$ cat config.mk
export PLATFORM = sky130hd
export DESIGN_NAME = rail_fault_mask_good_tree_regs
export DESIGN_NICKNAME = d
export VERILOG_FILES = /design/src/core/rail_regs_pkg.sv /design/src/core/rail_fault_mask_good_tree_regs.sv
export SDC_FILE = /design/constraint.sdc
export NUM_CORES = 1
export LEC_CHECK = 0
export ABC_AREA = 1
export BUFFER_PORTS_ARGS = -buffer_cell sky130_fd_sc_hd__buf_4
export CAP_MARGIN = 20
export CORE_MARGIN = 2
export CORE_UTILIZATION = 28
export CTS_BUF_LIST = sky130_fd_sc_hd__clkbuf_4
export DETAILED_ROUTE_END_ITERATION = 8
export PLACE_DENSITY_LB_ADDON = 0.05
export SKIP_CTS_REPAIR_TIMING = 1
export SLEW_MARGIN = 10
export SYNTH_ARGS = -nofsm -noshare
export SYNTH_HDL_FRONTEND = slang
export SYNTH_SLANG_ARGS = --single-unit
$ cat constraint.sdc
create_clock -name CLK -period 1.6 [get_ports CLK]
set_input_delay 0.16 -clock CLK [delete_from_list [all_inputs] [get_ports CLK]]
set_output_delay 0.16 -clock CLK [all_outputs]
set_load 0.03 [all_outputs]
$ cat src/core/rail_regs_pkg.sv
// constants shared by the rail fault mask and good tree register bank
package rail_regs_pkg;

  // ----------------------------------------------------------------------
  // register indices and byte addresses
  // ----------------------------------------------------------------------
  localparam int          ADDR_W        = 12;
  localparam int          DATA_W        = 32;
  localparam logic [7:0]  IDX_FAULT_A   = 8'hA2;
  localparam logic [7:0]  IDX_FAULT_B   = 8'hA3;
  localparam logic [7:0]  IDX_TREE_A    = 8'hA4;
  localparam logic [7:0]  IDX_RAIL_CTRL = 8'hB0;
  localparam logic [7:0]  IDX_STATUS    = 8'hB1;
  localparam logic [11:0] ADDR_FAULT_A  = {2'h0, IDX_FAULT_A, 2'h0};
  localparam logic [11:0] ADDR_FAULT_B  = {2'h0, IDX_FAULT_B, 2'h0};
  localparam logic [11:0] ADDR_TREE_A   = {2'h0, IDX_TREE_A, 2'h0};
  localparam logic [11:0] ADDR_RAIL_CTRL = {2'h0, IDX_RAIL_CTRL, 2'h0};
  localparam logic [11:0] ADDR_STATUS   = {2'h0, IDX_STATUS, 2'h0};

  // ----------------------------------------------------------------------
  // register select codes
  // ----------------------------------------------------------------------
  localparam logic [2:0]  SEL_NONE      = 3'h0;
  localparam logic [2:0]  SEL_FAULT_A   = 3'h1;
  localparam logic [2:0]  SEL_FAULT_B   = 3'h2;
  localparam logic [2:0]  SEL_TREE_A    = 3'h3;
  localparam logic [2:0]  SEL_RAIL_CTRL = 3'h4;
  localparam logic [2:0]  SEL_STATUS    = 3'h5;

  // ----------------------------------------------------------------------
  // fields and reset values
  // ----------------------------------------------------------------------
  localparam int          FB_RO_BIT     = 7;
  localparam int          FB_RSVD_ZERO  = 6;
  localparam int          FB_RSVD_ONE   = 5;
  localparam logic [7:0]  FB_WMASK      = 8'h7F;
  localparam int          FB_RAILS      = 5;
  localparam int          CTRL_FORCE_BIT = 0;
  localparam int          CTRL_KILL_BIT = 1;
  localparam logic [7:0]  CTRL_RST      = 8'h02;
  localparam logic [7:0]  CTRL_WMASK    = 8'h03;
  localparam int          STAT_AUX3_EN  = 0;
  localparam int          STAT_SHUTDOWN = 1;
  localparam int          STAT_GOOD_ONE = 2;
  localparam logic [1:0]  RESP_OKAY     = 2'h0;
  localparam logic [1:0]  RESP_SLVERR   = 2'h2;

endpackage

$ cat src/core/rail_fault_mask_good_tree_regs.sv
// rail fault mask and output-one good tree register bank, axi4-lite slave
//
// The AXI4-Lite register port was decided locally.
`timescale 1ns/1ps
// How it works
// force-on bit holds rail on unless killed
// force-on clear: rail follows its control request
// mask a: aux two, switch a, rails 6..1
// mask b: aux one, term, switches, aux three
// mask bit 1 blocks shutdown from rail fault
// software writes 0 to mask b bit 6
// software writes 1 to mask b bit 5
// tree mask 0 includes rail good in tree
// tree mask 1 excludes rail good from tree
// tree a: aux two, switch a, rails 6..1
// output good when all unmasked members good
// mask b bit 7 reads zero, ignores writes
module rail_fault_mask_good_tree_regs
  import rail_regs_pkg::*;
#(
  parameter logic [7:0] FAULT_A_RST = 8'h00,
  parameter logic [7:0] FAULT_B_RST = 8'h20,
  parameter logic [7:0] TREE_A_RST  = 8'hFF
) (
  // clock and reset
  input  wire logic                CLK,
  input  wire logic                RSTN,
  // axi4-lite write address and data
  input  wire logic                AWVALID,
  output logic                     AWREADY,
  input  wire logic [ADDR_W-1:0]   AWADDR,
  input  wire logic [2:0]          AWPROT,
  input  wire logic                WVALID,
  output logic                     WREADY,
  input  wire logic [DATA_W-1:0]   WDATA,
  input  wire logic [3:0]          WSTRB,
  // axi4-lite write response
  output logic                     BVALID,
  input  wire logic                BREADY,
  output logic [1:0]               BRESP,
  // axi4-lite read
  input  wire logic                ARVALID,
  output logic                     ARREADY,
  input  wire logic [ADDR_W-1:0]   ARADDR,
  input  wire logic [2:0]          ARPROT,
  output logic                     RVALID,
  input  wire logic                RREADY,
  output logic [DATA_W-1:0]        RDATA,
  output logic [1:0]               RRESP,
  // rail side
  input  wire logic                AUX3_CTRL_REQ,
  input  wire logic [7:0]          RAIL_FAULT_A,
  input  wire logic [FB_RAILS-1:0] RAIL_FAULT_B,
  input  wire logic [7:0]          RAIL_GOOD_A,
  output logic                     AUX_LDO_THREE_EN,
  output logic                     SHUTDOWN_REQ,
  output logic                     GENERAL_OUT_ONE
);

  // ----------------------------------------------------------------------
  // elaboration checks
  // ----------------------------------------------------------------------
  // fixed bits of mask b must reset to their documented values
  if (FAULT_B_RST[FB_RO_BIT] != 1'b0 || FAULT_B_RST[FB_RSVD_ZERO] != 1'b0 ||
      FAULT_B_RST[FB_RSVD_ONE] != 1'b1) begin : g_bad_rst
    $error("FAULT_B_RST fixed bits must be 0,0,1 at bits 7,6,5");
  end

  // ----------------------------------------------------------------------
  // address decode
  // ----------------------------------------------------------------------
  // shared by the write and read paths; low two bits must be zero
  function automatic logic [2:0] reg_sel(input logic [ADDR_W-1:0] a);
    logic [2:0] s;
    s = SEL_NONE;
    unique case (a)
      ADDR_FAULT_A:   s = SEL_FAULT_A;
      ADDR_FAULT_B:   s = SEL_FAULT_B;
      ADDR_TREE_A:    s = SEL_TREE_A;
      ADDR_RAIL_CTRL: s = SEL_RAIL_CTRL;
      ADDR_STATUS:    s = SEL_STATUS;
      default:        s = SEL_NONE;
    endcase
    return s;
  endfunction

  // ----------------------------------------------------------------------
  // state
  // ----------------------------------------------------------------------
  logic                unused_prot;
  logic [7:0]          mask_a_reg,  mask_a_next;
  logic [7:0]          mask_b_reg,  mask_b_next;
  logic [7:0]          tree_a_reg,  tree_a_next;
  logic [7:0]          ctrl_reg,    ctrl_next;
  logic                aw_have_reg, aw_have_next;
  logic                w_have_reg,  w_have_next;
  logic [ADDR_W-1:0]   waddr_reg,   waddr_next;
  logic [7:0]          wdata_reg,   wdata_next;
  logic                wstrb_reg,   wstrb_next;
  logic                awready_reg, awready_next;
  logic                wready_reg,  wready_next;
  logic                bvalid_reg,  bvalid_next;
  logic [1:0]          bresp_reg,   bresp_next;
  logic                arready_reg, arready_next;
  logic                rvalid_reg,  rvalid_next;
  logic [DATA_W-1:0]   rdata_reg,   rdata_next;
  logic [1:0]          rresp_reg,   rresp_next;
  logic                aux3_reg,    aux3_next;
  logic                shut_reg,    shut_next;
  logic                good1_reg,   good1_next;
  logic [2:0]          wsel;
  logic [2:0]          rsel;

  assign unused_prot = ^{AWPROT, ARPROT, WSTRB[3:1], WDATA[DATA_W-1:8]};

  // ----------------------------------------------------------------------
  // write channel and register file
  // ----------------------------------------------------------------------
  // address and data may arrive in either order; each is held until both
  always_comb begin
    aw_have_next = aw_have_reg;
    w_have_next  = w_have_reg;
    waddr_next   = waddr_reg;
    wdata_next   = wdata_reg;
    wstrb_next   = wstrb_reg;
    bvalid_next  = bvalid_reg;
    bresp_next   = bresp_reg;
    mask_a_next  = mask_a_reg;
    mask_b_next  = mask_b_reg;
    tree_a_next  = tree_a_reg;
    ctrl_next    = ctrl_reg;
    wsel         = reg_sel(waddr_reg);
    if (AWVALID && awready_reg) begin
      aw_have_next = 1'b1;
      waddr_next   = AWADDR;
    end
    if (WVALID && wready_reg) begin
      w_have_next = 1'b1;
      wdata_next  = WDATA[7:0];
      wstrb_next  = WSTRB[0];
    end
    if (aw_have_reg && w_have_reg && !bvalid_reg) begin
      aw_have_next = 1'b0;
      w_have_next  = 1'b0;
      bvalid_next  = 1'b1;
      bresp_next   = (wsel == SEL_NONE) ? RESP_SLVERR : RESP_OKAY;
      // lane 0 carries the whole byte-wide register
      if (wstrb_reg) begin
        unique case (wsel)
          SEL_FAULT_A:   mask_a_next = wdata_reg;
          SEL_FAULT_B:   mask_b_next = wdata_reg & FB_WMASK;
          SEL_TREE_A:    tree_a_next = wdata_reg;
          SEL_RAIL_CTRL: ctrl_next   = wdata_reg & CTRL_WMASK;
          default:       ctrl_next   = ctrl_reg;  // status is read-only
        endcase
      end
    end
    if (bvalid_reg && BREADY) begin
      bvalid_next = 1'b0;
    end
    awready_next = !aw_have_next && !bvalid_next;
    wready_next  = !w_have_next && !bvalid_next;
  end

  always_ff @(posedge CLK or negedge RSTN) begin
    if (!RSTN) begin
      aw_have_reg <= 1'b0;
      w_have_reg  <= 1'b0;
      waddr_reg   <= '0;
      wdata_reg   <= 8'h00;
      wstrb_reg   <= 1'b0;
      awready_reg <= 1'b0;
      wready_reg  <= 1'b0;
      bvalid_reg  <= 1'b0;
      bresp_reg   <= RESP_OKAY;
      mask_a_reg  <= FAULT_A_RST;
      mask_b_reg  <= FAULT_B_RST;
      tree_a_reg  <= TREE_A_RST;
      ctrl_reg    <= CTRL_RST;
    end else begin
      aw_have_reg <= aw_have_next;
      w_have_reg  <= w_have_next;
      waddr_reg   <= waddr_next;
      wdata_reg   <= wdata_next;
      wstrb_reg   <= wstrb_next;
      awready_reg <= awready_next;
      wready_reg  <= wready_next;
      bvalid_reg  <= bvalid_next;
      bresp_reg   <= bresp_next;
      mask_a_reg  <= mask_a_next;
      mask_b_reg  <= mask_b_next;
      tree_a_reg  <= tree_a_next;
      ctrl_reg    <= ctrl_next;
    end
  end

  // ----------------------------------------------------------------------
  // read channel
  // ----------------------------------------------------------------------
  // data is captured at the address handshake, so it holds while stalled
  always_comb begin
    arready_next = arready_reg;
    rvalid_next  = rvalid_reg;
    rdata_next   = rdata_reg;
    rresp_next   = rresp_reg;
    rsel         = reg_sel(ARADDR);
    if (ARVALID && arready_reg) begin
      arready_next = 1'b0;
      rvalid_next  = 1'b1;
      rresp_next   = (rsel == SEL_NONE) ? RESP_SLVERR : RESP_OKAY;
      unique case (rsel)
        SEL_FAULT_A:   rdata_next = {24'h0, mask_a_reg};
        SEL_FAULT_B:   rdata_next = {24'h0, mask_b_reg};
        SEL_TREE_A:    rdata_next = {24'h0, tree_a_reg};
        SEL_RAIL_CTRL: rdata_next = {24'h0, ctrl_reg};
        SEL_STATUS:    rdata_next = {29'h0, good1_reg, shut_reg, aux3_reg};
        default:       rdata_next = 32'h0000_0000;
      endcase
    end else if (rvalid_reg && RREADY) begin
      rvalid_next  = 1'b0;
      arready_next = 1'b1;
    end
  end

  always_ff @(posedge CLK or negedge RSTN) begin
    if (!RSTN) begin
      arready_reg <= 1'b1;
      rvalid_reg  <= 1'b0;
      rdata_reg   <= 32'h0000_0000;
      rresp_reg   <= RESP_OKAY;
    end else begin
      arready_reg <= arready_next;
      rvalid_reg  <= rvalid_next;
      rdata_reg   <= rdata_next;
      rresp_reg   <= rresp_next;
    end
  end

  // ----------------------------------------------------------------------
  // rail side: enable override, fault gating, good tree
  // ----------------------------------------------------------------------
  // kill bit low wins over everything; force only acts while kill is high
  always_comb begin
    aux3_next = ctrl_reg[CTRL_KILL_BIT] &&
                (ctrl_reg[CTRL_FORCE_BIT] || AUX3_CTRL_REQ);
    shut_next = |(RAIL_FAULT_A & ~mask_a_reg) ||
                |(RAIL_FAULT_B & ~mask_b_reg[FB_RAILS-1:0]);
    // an empty tree reads good: the and-reduction of all ones
    good1_next = &(RAIL_GOOD_A | tree_a_reg);
  end

  always_ff @(posedge CLK or negedge RSTN) begin
    if (!RSTN) begin
      aux3_reg  <= 1'b0;
      shut_reg  <= 1'b0;
      good1_reg <= 1'b0;
    end else begin
      aux3_reg  <= aux3_next;
      shut_reg  <= shut_next;
      good1_reg <= good1_next;
    end
  end

  // ----------------------------------------------------------------------
  // outputs
  // ----------------------------------------------------------------------
  assign AWREADY          = awready_reg;
  assign WREADY           = wready_reg;
  assign BVALID           = bvalid_reg;
  assign BRESP            = bresp_reg;
  assign ARREADY          = arready_reg;
  assign RVALID           = rvalid_reg;
  assign RDATA            = rdata_reg;
  assign RRESP            = rresp_reg;
  assign AUX_LDO_THREE_EN = aux3_reg;
  assign SHUTDOWN_REQ     = shut_reg;
  assign GENERAL_OUT_ONE  = good1_reg;
endmodule

==> flow_metrics.env <==
export IMPL_status="finished, final reports clean"
export IMPL_multi_input_area_mm2=0.00137
export IMPL_dp_cells=640
export IMPL_ctsLongestPathBuffers=2
export IMPL_grt_use_total=0.129
export IMPL_fin_crit_sh=0.914
export IMPL_drv_cap=0
export IMPL_critPathRequiredTime_ns=1.90
export IMPL_drtAntennaViolNets=0
export IMPL_rsz0062_at_grt="false"
export IMPL_layout_drive_gt1_share=0.258
export IMPL_hp_class="primary input to flip-flop"
export IMPL_grt_first_pass_wirelength_mm=13.0
export IMPL_gp_congestion=0.776
export IMPL_synth_seq_cells=66
export IMPL_setup_viol=0
export IMPL_p_leak_nw=2.21
export IMPL_num_rows=39
export IMPL_drc=0
export IMPL_power_mw=5.02
export IMPL_cts_inserted_buffers=9
export IMPL_grt_pass1_vias=2638
export IMPL_fin_cells=681
export IMPL_seq_area_mm2=0.00167
export IMPL_dieWidth_um=113
export IMPL_cts_root_buffer="clkbuf_4"
export IMPL_insertion_delay_ns=0.41
export IMPL_overflow=0
export IMPL_fin_ws_ns=0.137
export IMPL_htree_num_levels=3
export IMPL_yosysSeqAreaShare=0.496
export IMPL_largest_reg_flops=12
export IMPL_io_pins=139
export IMPL_cts_tree="built"
export IMPL_crit_buf_inv=2
export IMPL_synth_cells=418
export IMPL_yosysTopAreaCell="dfrtp_1"
export IMPL_synth_top_area_share=0.410
export IMPL_mostFrequentLayoutCell="nand2_1"
export IMPL_startpoint_type="flip-flop"
export IMPL_netlist_area_mm2=0.00336
export IMPL_area_delta_synth_final_pct=33.1
export IMPL_hold_violations=0
export IMPL_fillers=1244
export IMPL_critical_path_peak_fanout=14
export IMPL_initial_core_util=0.290
export IMPL_finish_net_count=628
export IMPL_ir_drop_mv=0.731
export IMPL_r2r_end="mask_b_reg[2]"
export IMPL_final_area_mm2=0.00447
export IMPL_path_clk_slew_ns=0.13
export IMPL_yosys_warnings=0
export IMPL_cpMaxStageDelayCell="dfrtp_1"
export IMPL_dr_pass1_iters=4
export IMPL_grt_antenna_before_repair=0
export IMPL_fin_skew_ns=0.0213
export IMPL_postSynthAreaPerCell_um2=8.03
export IMPL_crit_path_start="waddr_reg[1]"
export IMPL_die_y_um=113
export IMPL_viasPerCell=4.26
export IMPL_numPortBuffers=79
export IMPL_post_drt_wl_per_cell_um=12.1
export IMPL_detailedPlace_worstSlack_ns=0.148
export IMPL_crit_family="simple AND/OR/NAND/NOR gates"
export IMPL_layout_common_cells="nand2_1 (130), buf_4 (85), dfrtp_1 (55), inv_1 (43), nor2_1 (29)"
export IMPL_powerDensity_mw_per_mm2=1120
export IMPL_hpwl_mm=6.35
export IMPL_period_minus_slack_ns=1.46
export IMPL_path_class="flip-flop to flip-flop"
export IMPL_critPathMaxStageDelay_ns=0.43
export IMPL_worstRegToRegCells=7
export IMPL_coreArea_mm2=0.0116
export IMPL_crit_chain="nor2_4 -> inv_1 -> nor4_2 -> nand3_2 -> buf_12 -> nand2_1 -> o21ai_2"
export IMPL_routed_wl_mm=8.24
export IMPL_placed_area_mm2=0.00407
export IMPL_synth_area_leaders="dfrtp_1 (41%), nand2_1 (15%), dfstp_2 (8.6%)"
export IMPL_r2r_start="waddr_reg[1]"
export IMPL_cp_arrival_ns=1.76
export IMPL_crit_end="mask_b_reg[2]"
export IMPL_cp_num_cells=7
export IMPL_fmax_mhz=684
export IMPL_clock_sinks=66
export IMPL_finalMaxSlewViolations=0
export IMPL_die_area_mm2=0.0129
export IMPL_synthDistinctLibCells=33
export IMPL_ff2ff_setup_slack_ns=0.14
export IMPL_vias=2901
export IMPL_drt_iter0_drc=113
export IMPL_worst_setup_path_end_kind="flip-flop"
export IMPL_fin_tns_setup_ns=0
export IMPL_diodes=0
export IMPL_grt_max_degree=41
==> cells by family (layout without fill, tap and decap cells) <==
logic type,count (synthesis),in the layout,synth area share
AOI/OAI and AO/OA,57,57,0.0984
buffers and inverters,81,176,0.125
DFF,66,66,0.496
other,1,26,0.00112
and+or+nand+nor,213,213,0.280
==> cell type report <==
cell class                 count  share of cell area
tap                          143              0.0400
clock buffer                  10              0.0168
clock inverter                 6              0.0151
timing repair buffer         112               0.208
sequential                    66               0.373
multi-input combinational    296               0.307
inverter                      48              0.0403
==> worst min path at each step <==
stage | startpoint | to | slack, ns | cells after the start
after global routing | RAIL_FAULT_A[3] | SHUTDOWN_REQ | 0.009 | 3
after CTS | RSTN | mask_a_reg[7] | -0.36 | 1
final | BREADY | BVALID | 0.01 | 2
after floorplan | RSTN | AUX_LDO_THREE_EN | -0.14 | 0
after detailed placement | RSTN | RRESP[1] | 0.11 | 1
after global placement | RSTN | RRESP[1] | 0.11 | 1
==> report_power, final <==
| part | internal [mW] | switching [mW] | leakage (nW) |
|---|---|---|---|
| logic | 0.555 | 1.07 | 1.31 |
| clock network | 0.496 | 0.640 | 0.0726 |
| registers | 2.05 | 0.204 | 0.827 |
==> synth_stat cells (all sizes together) <==
library cell,number
nor2,36
o221ai,1
clkbuf,3
dfrtp,55
buf,30
nor4,2
a21oi,1
nand3,31
nand2,132
o21a,1
clkinv,3
conb,1
o22ai,5
o31ai,1
o21ai,47
dfstp,11
nand3b,2
inv,45
nor3,6
nand4,4
a221oi,1
==> layer usage <==
metal,global-route usage,part of all wire,vias up
met5,0,0,-
met4,0.0463,0.011,0
met3,0.0308,0.053,8
met2,0.186,0.42,87
met1,0.188,0.52,1286
li1,-,-,1520
==> stage by stage <==
step	utilization	hold slack [ns]
final	0.386	0.0114
after global routing	0.386	0.00933
after CTS	0.364	-0.359
after detailed placement	0.352	0.115
after global placement	0.352	0.114
after floorplan	-	-0.136
No activity file was read; power rests on OpenSTA's default activity.
